$ cat config.mk
export PLATFORM = sky130hd
export DESIGN_NAME = frpr_regs
export DESIGN_NICKNAME = d
export VERILOG_FILES = /design/src/frpr_regs.v /design/src/frpr_spi_rx.v
export VERILOG_INCLUDE_DIRS = /design/src
export SDC_FILE = /design/constraint.sdc
export NUM_CORES = 1
export LEC_CHECK = 0
export ABC_AREA = 1
export ABC_CLOCK_PERIOD_IN_PS = 2700
export BUFFER_PORTS_ARGS = -buffer_cell sky130_fd_sc_hd__buf_2
export CORE_MARGIN = 4
export CORE_UTILIZATION = 25
export DETAILED_ROUTE_END_ITERATION = 10
export HOLD_SLACK_MARGIN = 0.08
export SYNTH_ARGS = -nofsm -noshare
export SYNTH_HDL_FRONTEND = slang
export SYNTH_SLANG_ARGS = --single-unit
$ cat constraint.sdc
create_clock -name ref_clk -period 2.7 [get_ports ref_clk]
set_clock_uncertainty 0.15 [all_clocks]
set_input_delay 0.135 -clock ref_clk [delete_from_list [all_inputs] [get_ports ref_clk]]
set_output_delay 0.135 -clock ref_clk [all_outputs]
set_load 0.01 [all_outputs]
$ cat src/frpr_map.vh
// Opcodes, field positions and reset values of the flash register bank.
`ifndef FRPR_MAP_VH
`define FRPR_MAP_VH

// Serial opcodes that write the read-parameter copies.
`define FRPR_OP_SET_PERSIST  8'h65
`define FRPR_OP_SET_LIVE_A   8'hC0
`define FRPR_OP_SET_LIVE_B   8'h63
// Serial opcodes that write and read the function register.
`define FRPR_OP_WR_FUNC      8'hA1
`define FRPR_OP_RD_FUNC      8'hA2
// Serial opcode that reads the live read-parameter copy.
`define FRPR_OP_RD_PARAMS    8'hA3

// Function register fields.
`define FRPR_FN_RST_DIS      0
`define FRPR_FN_BOTTOM       1
`define FRPR_FN_PROGRAM_SUSPENDED_FLAG         2
`define FRPR_FN_ERASE_SUSPENDED_FLAG         3
`define FRPR_FN_LOCK_HI      7
`define FRPR_FN_LOCK_LO      4
`define FRPR_FN_OTP_MASK     8'hF3
`define FRPR_FN_RESET        8'h00

// Read-parameter fields.
`define FRPR_RP_PIN          7
`define FRPR_RP_DUMMY_HI     6
`define FRPR_RP_DUMMY_LO     3
`define FRPR_RP_WRAP         2
`define FRPR_RP_BURST_HI     1
`define FRPR_RP_BURST_LO     0
`define FRPR_RP_RESET        8'h00

// Burst length base, dummy field value that means the command default.
`define FRPR_BURST_BASE      7'h08
`define FRPR_DUMMY_DEFAULT   4'h0

// Array size in blocks and the protect levels where the table bends.
`define FRPR_BLOCKS          10'h200
`define FRPR_LVL_HALF        4'h9
`define FRPR_LVL_ALL         4'hF
`define FRPR_LVL_BIAS        4'h8

// Bit counter end value of a serial byte.
`define FRPR_BIT_LAST        3'h7

`endif

$ cat src/frpr_regs.v
// Function register and read-parameter register pair of a serial flash.
`timescale 1ns/100ps
`include "frpr_map.vh"
module frpr_regs #(
	// Package default of the dedicated reset disable bit.
	parameter [0:0] RESET_DISABLE_DEFAULT = 1'b0,
	// Width of the block index into the array.
	parameter       BLOCK_W               = 9
) (
	// Clock, reset and enable.
	input  wire               ref_clk,
	input  wire               rst_b,
	input  wire               clkEn,
	// Serial link pins.
	input  wire               sck,
	input  wire               csB,
	input  wire               si,
	output reg                so,
	output reg                soOe_b,
	// Device state from the rest of the flash, same clock.
	input  wire               powerUpLoad,
	input  wire               hasDedicatedReset,
	input  wire               quadPinsEnable,
	input  wire               fourLineCommandMode,
	input  wire               programActive,
	input  wire               eraseActive,
	input  wire               suspendCmd,
	input  wire               resumeCmd,
	// Protection query from the program and erase engine.
	input  wire [3:0]         protectLevelBits,
	input  wire [BLOCK_W-1:0] targetBlock,
	input  wire [1:0]         targetInfoRow,
	// Register contents.
	output reg  [7:0]         functionConfigStatus,
	output reg  [7:0]         readParamsPersistent,
	output reg  [7:0]         readParamsLive,
	// Decoded settings for the read path and pins.
	output reg                sharedPinIsPause,
	output reg                sharedPinIsReset,
	output reg                sharedPinIsData3,
	output reg                controlPinsAreData,
	output reg                dedicatedResetActive,
	output reg  [3:0]         dummyCycles,
	output reg                dummyUseDefault,
	output reg                wrapEnable,
	output reg  [6:0]         burstBytes,
	// Protection answers.
	output reg                areaProtected,
	output reg                infoRowLocked
);

	// Command phases within one frame.
	localparam [1:0] PH_OPCODE = 2'b00;  // Waiting for the opcode byte.
	localparam [1:0] PH_DATA   = 2'b01;  // Data byte of a write or read.
	localparam [1:0] PH_IDLE   = 2'b10;  // Rest of frame is ignored.

	// Kinds of command held for the data byte.
	localparam [2:0] CMD_NONE    = 3'h0;  // Nothing to do.
	localparam [2:0] CMD_PERSIST = 3'h1;  // Write persistent parameters.
	localparam [2:0] CMD_LIVE    = 3'h2;  // Write live parameters.
	localparam [2:0] CMD_WR_FUNC = 3'h3;  // Write function register.
	localparam [2:0] CMD_READ    = 3'h4;  // Shift a register out.

	wire       sckFall;     // Settled falling edge of the serial clock.
	wire       frameOpen;   // Chip select is active.
	wire       frameStart;  // Chip select has just gone active.
	wire       byteValid;   // A whole byte has arrived.
	wire [7:0] byteData;    // The byte that arrived.

	reg  [1:0] phase;       // Current command phase.
	reg  [2:0] cmdKind;     // Command waiting for its data byte.
	reg  [7:0] outShift;    // Bits still to be sent on the data out pin.
	reg  [9:0] protCount;   // Blocks covered by the protect level.
	reg  [9:0] blockWide;   // Target block at the width of the count.
	reg        next_prot;   // Protection answer before registering.

	//////////////////////////////////////////////////////////////////////
	// Number of blocks covered by a protect level. Up to level nine the
	// area doubles; above it the unprotected rest halves; all at top.
	function [9:0] protBlocks;
		input [3:0] level;
		begin
			if (level == `FRPR_LVL_ALL) begin
				protBlocks = `FRPR_BLOCKS;
			end else if (level > `FRPR_LVL_HALF) begin
				protBlocks = `FRPR_BLOCKS -
					(`FRPR_BLOCKS >> (level - `FRPR_LVL_BIAS));
			end else if (level == 4'h0) begin
				protBlocks = 10'h000;
			end else begin
				protBlocks = 10'h001 << (level - 4'h1);
			end
		end
	endfunction

	//////////////////////////////////////////////////////////////////////
	// Maps an opcode byte onto the command kind it starts.
	function [2:0] decodeOp;
		input [7:0] op;
		begin
			case (op)
				`FRPR_OP_SET_PERSIST: decodeOp = CMD_PERSIST;
				`FRPR_OP_SET_LIVE_A:  decodeOp = CMD_LIVE;
				`FRPR_OP_SET_LIVE_B:  decodeOp = CMD_LIVE;
				`FRPR_OP_WR_FUNC:     decodeOp = CMD_WR_FUNC;
				`FRPR_OP_RD_FUNC:     decodeOp = CMD_READ;
				`FRPR_OP_RD_PARAMS:   decodeOp = CMD_READ;
				default:              decodeOp = CMD_NONE;
			endcase
		end
	endfunction

	//////////////////////////////////////////////////////////////////////
	// The link front end finds serial clock edges and whole bytes.
	frpr_spi_rx uRx (
		.refClk     (ref_clk),
		.rst_b      (rst_b),
		.clkEn      (clkEn),
		.sck        (sck),
		.csB        (csB),
		.si         (si),
		.sckRise    (),
		.sckFall    (sckFall),
		.frameOpen  (frameOpen),
		.frameStart (frameStart),
		.byteValid  (byteValid),
		.byteData   (byteData)
	);

	//////////////////////////////////////////////////////////////////////
	// Command sequencer and register writes. The opcode picks the copy
	// that the following data byte lands in.
	always @(posedge ref_clk) begin
		if (!rst_b) begin
			phase                <= PH_OPCODE;
			cmdKind              <= CMD_NONE;
			outShift             <= 8'h00;
			so                   <= 1'b0;
			soOe_b               <= 1'b1;
			readParamsPersistent <= `FRPR_RP_RESET;
			readParamsLive       <= `FRPR_RP_RESET;
			functionConfigStatus <= `FRPR_FN_RESET;
			functionConfigStatus[`FRPR_FN_RST_DIS] <=
				RESET_DISABLE_DEFAULT;
		end else if (clkEn) begin
			if (!frameOpen || frameStart) begin
				// Each frame starts over with a new opcode.
				phase   <= PH_OPCODE;
				cmdKind <= CMD_NONE;
				soOe_b  <= 1'b1;
			end else if (byteValid) begin
				case (phase)
					PH_OPCODE: begin
						cmdKind <= decodeOp(byteData);
						phase   <= (decodeOp(byteData) == CMD_NONE) ?
							PH_IDLE : PH_DATA;
						// First fall repeats the MSB for the host.
						if (byteData == `FRPR_OP_RD_FUNC) begin
							outShift <= functionConfigStatus;
							so       <= functionConfigStatus[7];
							soOe_b   <= 1'b0;
						end else if (byteData == `FRPR_OP_RD_PARAMS) begin
							outShift <= readParamsLive;
							so       <= readParamsLive[7];
							soOe_b   <= 1'b0;
						end
					end
					PH_DATA: begin
						phase <= PH_IDLE;
						case (cmdKind)
							CMD_PERSIST: begin
								// Lands in the persistent copy only.
								readParamsPersistent <= byteData;
							end
							CMD_LIVE: begin
								readParamsLive <= byteData;
							end
							CMD_WR_FUNC: begin
								// One-time bits can only be set; suspend bits
								// ignore the written value.
								functionConfigStatus <= functionConfigStatus |
									(byteData & `FRPR_FN_OTP_MASK);
							end
							default: begin
								// Reads have nothing to store.
								cmdKind <= CMD_NONE;
							end
						endcase
					end
					default: begin
						// Extra bytes of a frame are ignored.
						phase <= PH_IDLE;
					end
				endcase
			end else if (sckFall && !soOe_b) begin
				// Next read bit goes out after the falling edge.
				so       <= outShift[7];
				outShift <= {outShift[6:0], 1'b0};
			end
			if (powerUpLoad) begin
				// Power-up copy wins over a serial write to the live copy.
				readParamsLive <= readParamsPersistent;
			end
			// Suspend flags: a suspend of an active operation in the same cycle as a resume wins.
			if (suspendCmd && programActive) begin
				functionConfigStatus[`FRPR_FN_PROGRAM_SUSPENDED_FLAG] <= 1'b1;
			end else if (resumeCmd) begin
				functionConfigStatus[`FRPR_FN_PROGRAM_SUSPENDED_FLAG] <= 1'b0;
			end
			if (suspendCmd && eraseActive) begin
				functionConfigStatus[`FRPR_FN_ERASE_SUSPENDED_FLAG] <= 1'b1;
			end else if (resumeCmd) begin
				functionConfigStatus[`FRPR_FN_ERASE_SUSPENDED_FLAG] <= 1'b0;
			end
		end
	end

	//////////////////////////////////////////////////////////////////////
	// Protection test of the target block against the protected area.
	always @* begin
		protCount = protBlocks(protectLevelBits);
		blockWide = 10'h000;
		blockWide[BLOCK_W-1:0] = targetBlock;
		if (functionConfigStatus[`FRPR_FN_BOTTOM]) begin
			next_prot = (blockWide < protCount);
		end else begin
			next_prot = (blockWide >= (`FRPR_BLOCKS - protCount));
		end
	end

	//////////////////////////////////////////////////////////////////////
	// Registered decode of pin roles and read settings from the live copy.
	always @(posedge ref_clk) begin
		if (!rst_b) begin
			sharedPinIsPause     <= 1'b1;
			sharedPinIsReset     <= 1'b0;
			sharedPinIsData3     <= 1'b0;
			controlPinsAreData   <= 1'b0;
			dedicatedResetActive <= 1'b0;
			dummyCycles          <= `FRPR_DUMMY_DEFAULT;
			dummyUseDefault      <= 1'b1;
			wrapEnable           <= 1'b0;
			burstBytes           <= `FRPR_BURST_BASE;
			areaProtected        <= 1'b0;
			infoRowLocked        <= 1'b0;
		end else if (clkEn) begin
			controlPinsAreData <= quadPinsEnable;
			dedicatedResetActive <= hasDedicatedReset &&
				!functionConfigStatus[`FRPR_FN_RST_DIS];
			if (quadPinsEnable || fourLineCommandMode) begin
				// The shared pin carries data line 3.
				sharedPinIsData3 <= 1'b1;
				sharedPinIsPause <= 1'b0;
				sharedPinIsReset <= 1'b0;
			end else if (hasDedicatedReset &&
				!functionConfigStatus[`FRPR_FN_RST_DIS]) begin
				// Dedicated reset pin in use: pause only.
				sharedPinIsData3 <= 1'b0;
				sharedPinIsPause <= 1'b1;
				sharedPinIsReset <= 1'b0;
			end else begin
				// Select bit picks the role; moved reset lands here too.
				sharedPinIsData3 <= 1'b0;
				sharedPinIsPause <= !readParamsLive[`FRPR_RP_PIN];
				sharedPinIsReset <= readParamsLive[`FRPR_RP_PIN];
			end
			dummyCycles <=
				readParamsLive[`FRPR_RP_DUMMY_HI:`FRPR_RP_DUMMY_LO];
			dummyUseDefault <=
				(readParamsLive[`FRPR_RP_DUMMY_HI:`FRPR_RP_DUMMY_LO] ==
				`FRPR_DUMMY_DEFAULT);
			wrapEnable <= readParamsLive[`FRPR_RP_WRAP];
			burstBytes <= `FRPR_BURST_BASE <<
				readParamsLive[`FRPR_RP_BURST_HI:`FRPR_RP_BURST_LO];
			areaProtected <= next_prot;
			infoRowLocked <= functionConfigStatus[
				`FRPR_FN_LOCK_LO + targetInfoRow];
		end
	end

endmodule

$ cat src/frpr_spi_rx.v
// Serial link front end: pin synchronisers, clock edge finder, byte shifter.
`timescale 1ns/100ps
module frpr_spi_rx (
	// Clock, reset and enable.
	input  wire       refClk,
	input  wire       rst_b,
	input  wire       clkEn,
	// Serial pins.
	input  wire       sck,
	input  wire       csB,
	input  wire       si,
	// Decoded link events.
	output wire       sckRise,
	output wire       sckFall,
	output wire       frameOpen,
	output wire       frameStart,
	output reg        byteValid,
	output reg  [7:0] byteData
);

	reg       sckS1;     // First synchroniser stage of the serial clock.
	reg       sckS2;     // Second stage, safe to read.
	reg       sckS3;     // Delayed copy for edge finding.
	reg       csS1;      // First synchroniser stage of chip select.
	reg       csS2;      // Second stage, safe to read.
	reg       csS3;      // Delayed copy for edge finding.
	reg       siS1;      // First synchroniser stage of serial data.
	reg       siS2;      // Second stage, safe to read.
	reg [6:0] shiftReg;  // Bits of the byte gathered so far.
	reg [2:0] bitCnt;    // Bits taken in the current byte.

	//////////////////////////////////////////////////////////////////////
	// Edges are found on the settled stages only.
	assign sckRise    = sckS2 & ~sckS3;
	assign sckFall    = ~sckS2 & sckS3;
	assign frameOpen  = ~csS2;
	assign frameStart = ~csS2 & csS3;

	//////////////////////////////////////////////////////////////////////
	// Two flip-flops on every pin before any logic looks at it.
	always @(posedge refClk) begin
		if (!rst_b) begin
			sckS1 <= 1'b0;
			sckS2 <= 1'b0;
			sckS3 <= 1'b0;
			csS1  <= 1'b1;
			csS2  <= 1'b1;
			csS3  <= 1'b1;
			siS1  <= 1'b0;
			siS2  <= 1'b0;
		end else if (clkEn) begin
			sckS1 <= sck;
			sckS2 <= sckS1;
			sckS3 <= sckS2;
			csS1  <= csB;
			csS2  <= csS1;
			csS3  <= csS2;
			siS1  <= si;
			siS2  <= siS1;
		end
	end

	//////////////////////////////////////////////////////////////////////
	// Data is taken on rising serial clock edges, MSB first.
	always @(posedge refClk) begin
		if (!rst_b) begin
			shiftReg  <= 7'h00;
			bitCnt    <= 3'h0;
			byteValid <= 1'b0;
			byteData  <= 8'h00;
		end else if (clkEn) begin
			byteValid <= 1'b0;
			if (!frameOpen) begin
				// A closed frame drops any partial byte.
				bitCnt <= 3'h0;
			end else if (sckRise) begin
				shiftReg <= {shiftReg[5:0], siS2};
				bitCnt   <= bitCnt + 3'h1;
				if (bitCnt == `FRPR_BIT_LAST) begin
					byteValid <= 1'b1;
					byteData  <= {shiftReg, siS2};
				end
			end
		end
	end

endmodule

* After elaboration in Yosys (flattened, before gate mapping) *
Cells that the tools add are included.

word-level totals
  bits in registers = 86
  input bits = 29
  output and inout bits = 46
  logic and storage cells = 173

cells by class
  bitwise logic cells = 8
  reductions and logical operators = 43
  equality and inequality tests = 18
  shifts and indexed selects = 3
  add/subtract/negate cells = 6
  $lt $le $gt $ge = 4
  multiplexer cells = 58

operator list
  operator                                                                  number
  8-bit two-way mux                                                         10
  8-bit == test (second input constant)                                     4
  10-bit two-way mux                                                        3
  3-bit two-way mux                                                         10
  5-bit AND reduction                                                       6
  1-bit two-way mux                                                         24
  3-bit nonzero test                                                        8
  10-bit subtractor (first input constant)                                  2
  8-bit by 7-bit == test with 1-bit output (second input constant)          2
  4-bit two-way mux                                                         4
  2-bit nonzero test                                                        7
  3-bit case mux with 4 select lines                                        1
  4-bit AND reduction                                                       3
  9-bit by 10-bit greater-or-equal comparator with 1-bit output             1
  9-bit by 10-bit < comparator with 1-bit output                            1
  1-bit by 4-bit left shift with 10-bit output (first input constant)       1
  10-bit by 4-bit right shift with 10-bit output (first input constant)     1
  4-bit logical NOT                                                         2
  2-bit two-way mux                                                         4
  8-bit OR                                                                  1
  4-bit by 2-bit left shift with 7-bit output (first input constant)        1
  3-bit by 2-bit == test with 1-bit output (second input constant)          2
  3-bit by 2-bit inequality test with 1-bit output (second input constant)  2
  3-bit inequality test (second input constant)                             2
  other kinds (24)                                                          38

* Depth between registers and ports, before layout *
  depth in word-level cells = 13
  mapped depth = 27
  depth with buffers taken out = 26

* Hierarchy *
From an unflattened synthesis, not the netlist that was laid out.

unflattened totals
  cells, all modules = 685
  area total of the unflattened synthesis = 4568.1 um^2

modules (own cells, without submodules)
  module       area each (um^2)  instances  sequential area each (um^2)  cells an instance
  frpr_regs    3503.4            1          1121.1                       542
  frpr_spi_rx  1064.8            1          540.5                        143

* Worst setup path after synthesis *
Ideal clock, no wire load.

  path type = input port to flip-flop
  start point = input port protectLevelBits[2]
  end point = register areaProtected
  buffers on the path = 1
  stages on the path = 25
  setup slack = -123 ps
  data required time = 2441 ps
  arrival = 2564 ps
  setup time = 109 ps
  path through = buf_2 nor2_2 inv_1 nor2_1 nand2_1 ha_1 nand2_1 nand2_1 nand2_1 ha_1 nand3_1 inv_1 nand2_1 xor2_1 ha_1 nand2_1 inv_1 nand3_1 nor2_1 nor2_1 nand3_1 nand2_1 nand3_1 nand2_1 inv_1

on the way
  longest elaborated chain between the ends = 8
  elaborated cells on any way between the ends = 15
  classes of those cells = add/sub: 4; order compare: 3; eq/ne: 1; shift: 2; mux: 4; reduce/logical: 1

RTL lines
  what                                                                                                                      RTL line         RTL
  from (decl)                                                                                                               frpr_regs.v:30   input wire [3:0] protectLevelBits,
  4-bit subtractor (no line) or 4-bit by 1-bit subtractor with 4-bit output (tied branches)                                 --
  10-bit by 4-bit right shift with 10-bit output (no line) or 1-bit by 4-bit left shift with 10-bit output (tied branches)  --
  10-bit subtractor (no line) or 10-bit two-way mux (tied branches)                                                         --
  10-bit two-way mux                                                                                                        frpr_regs.v:85   end else if (level > `FRPR_LVL_HALF) begin
  10-bit two-way mux (*)                                                                                                    frpr_regs.v:83   if (level == `FRPR_LVL_ALL) begin
  10-bit subtractor (no line)                                                                                               --
  9-bit by 10-bit greater-or-equal comparator with 1-bit output                                                             frpr_regs.v:227  next_prot = (blockWide >= (`FRPR_BLOCKS - protCount));
  1-bit two-way mux (*)                                                                                                     frpr_regs.v:224  if (functionConfigStatus[`FRPR_FN_BOTTOM]) begin
  to (signal assigned)                                                                                                      frpr_regs.v:275  areaProtected <= next_prot;
  to (decl)                                                                                                                 frpr_regs.v:48   output reg areaProtected,

Every way passes the cells marked *; elsewhere a longest branch is shown, timed or not.
A chain may end at the register's enable or synchronous reset.

* Final worst setup path *
  start point = input port protectLevelBits[1]
  end point = register areaProtected

The elaborated chain is that of the path after synthesis.

==> results.yml <==
run_status:
  status: "finished, final reports clean"
placed_design:
  pre_cts_slack_ns: -0.0942
  post-place-cells: 928
  hpwl_mm: 9.06
  gp_routability_congestion: 0.902
  portBuffers: 71
  post_dp_cell_area_um2: 5100
drt:
  drt_iter0_drc: 221
  via_count: 4326
  drt_pass1_iterations: 5
  met1_length_mm: 5.88
  drc: 0
  drt-vias-per-instance: 4.50
  wl_per_cell_um: 12.7
  met3_length_um: 563
  met2WireLength_mm: 5.60
  postRouteAntennaNets: 0
  maxUsedRoutingLayer: "met5"
  drt-total-wl_mm: 12.2
timing:
  setup_tns_ns: 0
  period_share_pct: 90.4
  tightest_slew_ns: 0.850
  final_hold_viol_count: 0
  fmax_mhz: 410
  layout_setup_ws_ns: 0.260
  slew_headroom_pct: 43.3
  fin_crit_ns: 2.44
  setup_viol: 0
  maxSlewViolCount: 0
run:
  drv_cap: 0
cts:
  cts_sinks: 83
  clockBufferDepth: 2
  clk_latency_ns: 0.34
  cts_tree: "built"
  path_clk_slew_ns: 0.06
  cts_buffers: 9
  root_buffer: "clkbuf_16"
  ctsHtreeMaxLevel: 3
worst_setup_path:
  path_class: "input port to flop"
  crit_buf_inv: 4
  crit_required_ns: 2.79
  crit_slowest_cell: "ha_1"
  endpoint_kind: "flop"
  crit_family: "simple AND/OR/NAND/NOR gates"
  crit_fanout: 4
  arrival_ns: 2.53
  cpMostUsedCell: "nand2_1"
  crit_chain: "buf_4, nor2_4, inv_2, nor2_4, nand2_2, ha_4, a21boi_2, nand2_1, nand2_1, nand2_2, nand2_1, nor2_4, xor2_1, ha_1, nand2_1, inv_1, a21oi_1, nor2_1, nor2_1, nand3_1, nand2_1, nand3_1, nand2_1, inv_1"
  cpPeakStageDelay_ns: 0.26
  cp-start-kind: "input port"
logic_synthesis:
  synthDistinctLibCells: 40
  ys_seq_area_share_pct: 37.6
  avgSynthCellArea_um2: 6.95
  yosysWarnings: 0
  yosys_most_used_dff: "dfxtp_1"
  ys_async_sr_fraction_pct: 0
  syn_area_um2: 4420
  netlist_instances: 636
  synth_edf_count: 0
  ys_ff_latch: 83
power:
  comb_power_share_pct: 15.1
  switching_share_pct: 25.8
  power_frac_clock_pct: 41.4
  p_switching_mw: 0.760
  seqPwrFrac_pct: 43.6
  power_leakage_nw: 2.57
  ir_worst_vdd_mv: 0.278
  internal_power_mw: 2.18
  power_density_nw_per_um2: 523
floorplan:
  core_area_um2: 17300
  die_area_um2: 19900
  initial_core_util_pct: 25.6
  die_h_um: 141
  io_pins: 75
  die_w_um: 141
  std_cell_rows: 48
finish:
  final_cell_area_um2: 5620
  drive_gt1_share_pct: 21.1
  layout.cells.non_filler: 961
  area_delta_synth_final_pct: 27.2
  num-nets-final: 782
  antenna_cells: 0
min_path:
  hold_path.class: "input port to flop"
grt:
  grt_pass1_wl_mm: 19.7
  grt_start_max_net_pins: 60
  grt_pass1_vias: 3986
  grt_use_total_pct: 12.1
  antenna_found_initial: 1
  gr-total-overflow: 0
[state kept, by name (all words and copies together) (netlist names), 2 cells and up]
signal,cells
cmdKind,3
outShift,8
uRx.shiftReg,7
readParamsPersistent,8
functionConfigStatus,8
uRx.bitCnt,3
uRx.byteData,8
phase,2
burstBytes,4
dummyCycles,4
readParamsLive,8
[per-stage QoR]
step                      hold WS (ns)  util [%]  total power, mW
after floorplan                  0.111         -             1.58
after global placement           0.209      29.5             1.71
after detailed placement         0.212      29.5             1.72
after CTS                        0.118      32.0             2.95
after global routing             0.172      32.5             3.08
final                           0.0969      32.5             2.94
[cell usage in the layout, fill, tap and decap left out, drive strengths merged]
| master | instances |
|---|---|
| nand4 | 8 |
| a21oi | 77 |
| nand3 | 28 |
| a22oi | 1 |
| o211ai | 5 |
| o21ai | 73 |
| ha | 21 |
| o31ai | 1 |
| nand3b | 1 |
| a21boi | 2 |
| clkinvlp | 1 |
| dlygate4sd3 | 14 |
| or2 | 2 |
| a31o | 1 |
| buf | 97 |
| dfxtp | 83 |
| nor2 | 71 |
| clkbuf | 11 |
| o21a | 1 |
| bufinv | 1 |
| o21bai | 2 |
| a211oi | 3 |
| a21o | 1 |
| conb | 3 |
| clkinv | 3 |
| nor3 | 8 |
| nand2 | 135 |
| xor2 | 6 |
| inv | 76 |
[power by group through the flow]
stage	Combinational (mW)	Sequential, mW	Clock (mW)
after CTS	0.426	1.28	1.24
after floorplan	0.259	1.32	0
after global placement	0.405	1.31	0
after detailed placement	0.409	1.31	0
after global routing	0.513	1.29	1.28
final	0.444	1.28	1.22
[cell usage after synthesis (4+ instances only)]
master	instances	share of area [%]
a21oi_1	76	8.6
inv_2	6	0.51
xor2_1	6	1.2
nand3_1	26	2.9
ha_1	21	5.9
nor2_1	68	5.8
buf_4	5	0.85
nand2_2	7	0.99
inv_1	70	5.9
o211ai_1	5	0.85
clkbuf_1	14	1.2
o21ai_0	65	7.4
nor3_1	4	0.45
o21ai_1	7	0.79
nand4_1	8	1.1
buf_2	4	0.45
buf_6	4	1.0
nand2_1	127	11
dfxtp_1	83	38
[layout make-up]
class,count,area [µm²]
fill,1906,11700
multi-input combinational,450,2400
sequential,83,1660
timing repair buffer,111,693
inverter,77,292
tap,225,282
clock buffer,11,243
clock inverter,4,51.3
[layer usage]
metal  vias to the layer above  global-route usage (%)
met1                      1940                    16.2
met5                         -                       0
li1                       2275                       -
met3                        13                    2.41
met4                         2                    3.62
met2                        96                    19.8
[worst paths after layout]
kind	from	end	slack, ns	cells after the start
hold / removal	targetInfoRow[0]	infoRowLocked$_SDFFE_PN0P_	0.1	5
setup / recovery	protectLevelBits[1]	areaProtected$_SDFFE_PN0P_	0.26	24
hold reg to reg	controlPinsAreData$_SDFFE_PN0P_	controlPinsAreData$_SDFFE_PN0P_	0.31	2
setup reg to reg	uRx.byteValid$_SDFFE_PN0P_	readParamsLive[3]$_SDFFE_PN0P_	0.63	7
[timing repair]
item,in CTS,in global routing
setup endpoints to repair,0,1
buffers inserted,0,4
resized for setup,0,15
endpoints found under the hold margin,11,0
hold buffers,14,0
[logic make-up (layout without fill, tap and decap cells)]
logic type | count (synthesis) | count (layout) | share of synthesized area, %
and+or+nand+nor | 253 | 253 | 24.8
other | 1 | 3 | 0.0848
adders and majority gates | 21 | 21 | 5.94
xor gates and xnor gates | 6 | 6 | 1.19
buffers and inverters | 105 | 203 | 10.1
DFF | 83 | 83 | 37.6
AOI/OAI and AO/OA | 167 | 167 | 20.2
[tightest hold or removal path, stage by stage]
cell      delay (ns)
buf_2           0.10
o21ai_0         0.07
nand3_1         0.10
o211ai_1        0.09
inv_1           0.05
No activity file was read; power rests on OpenSTA's default activity.
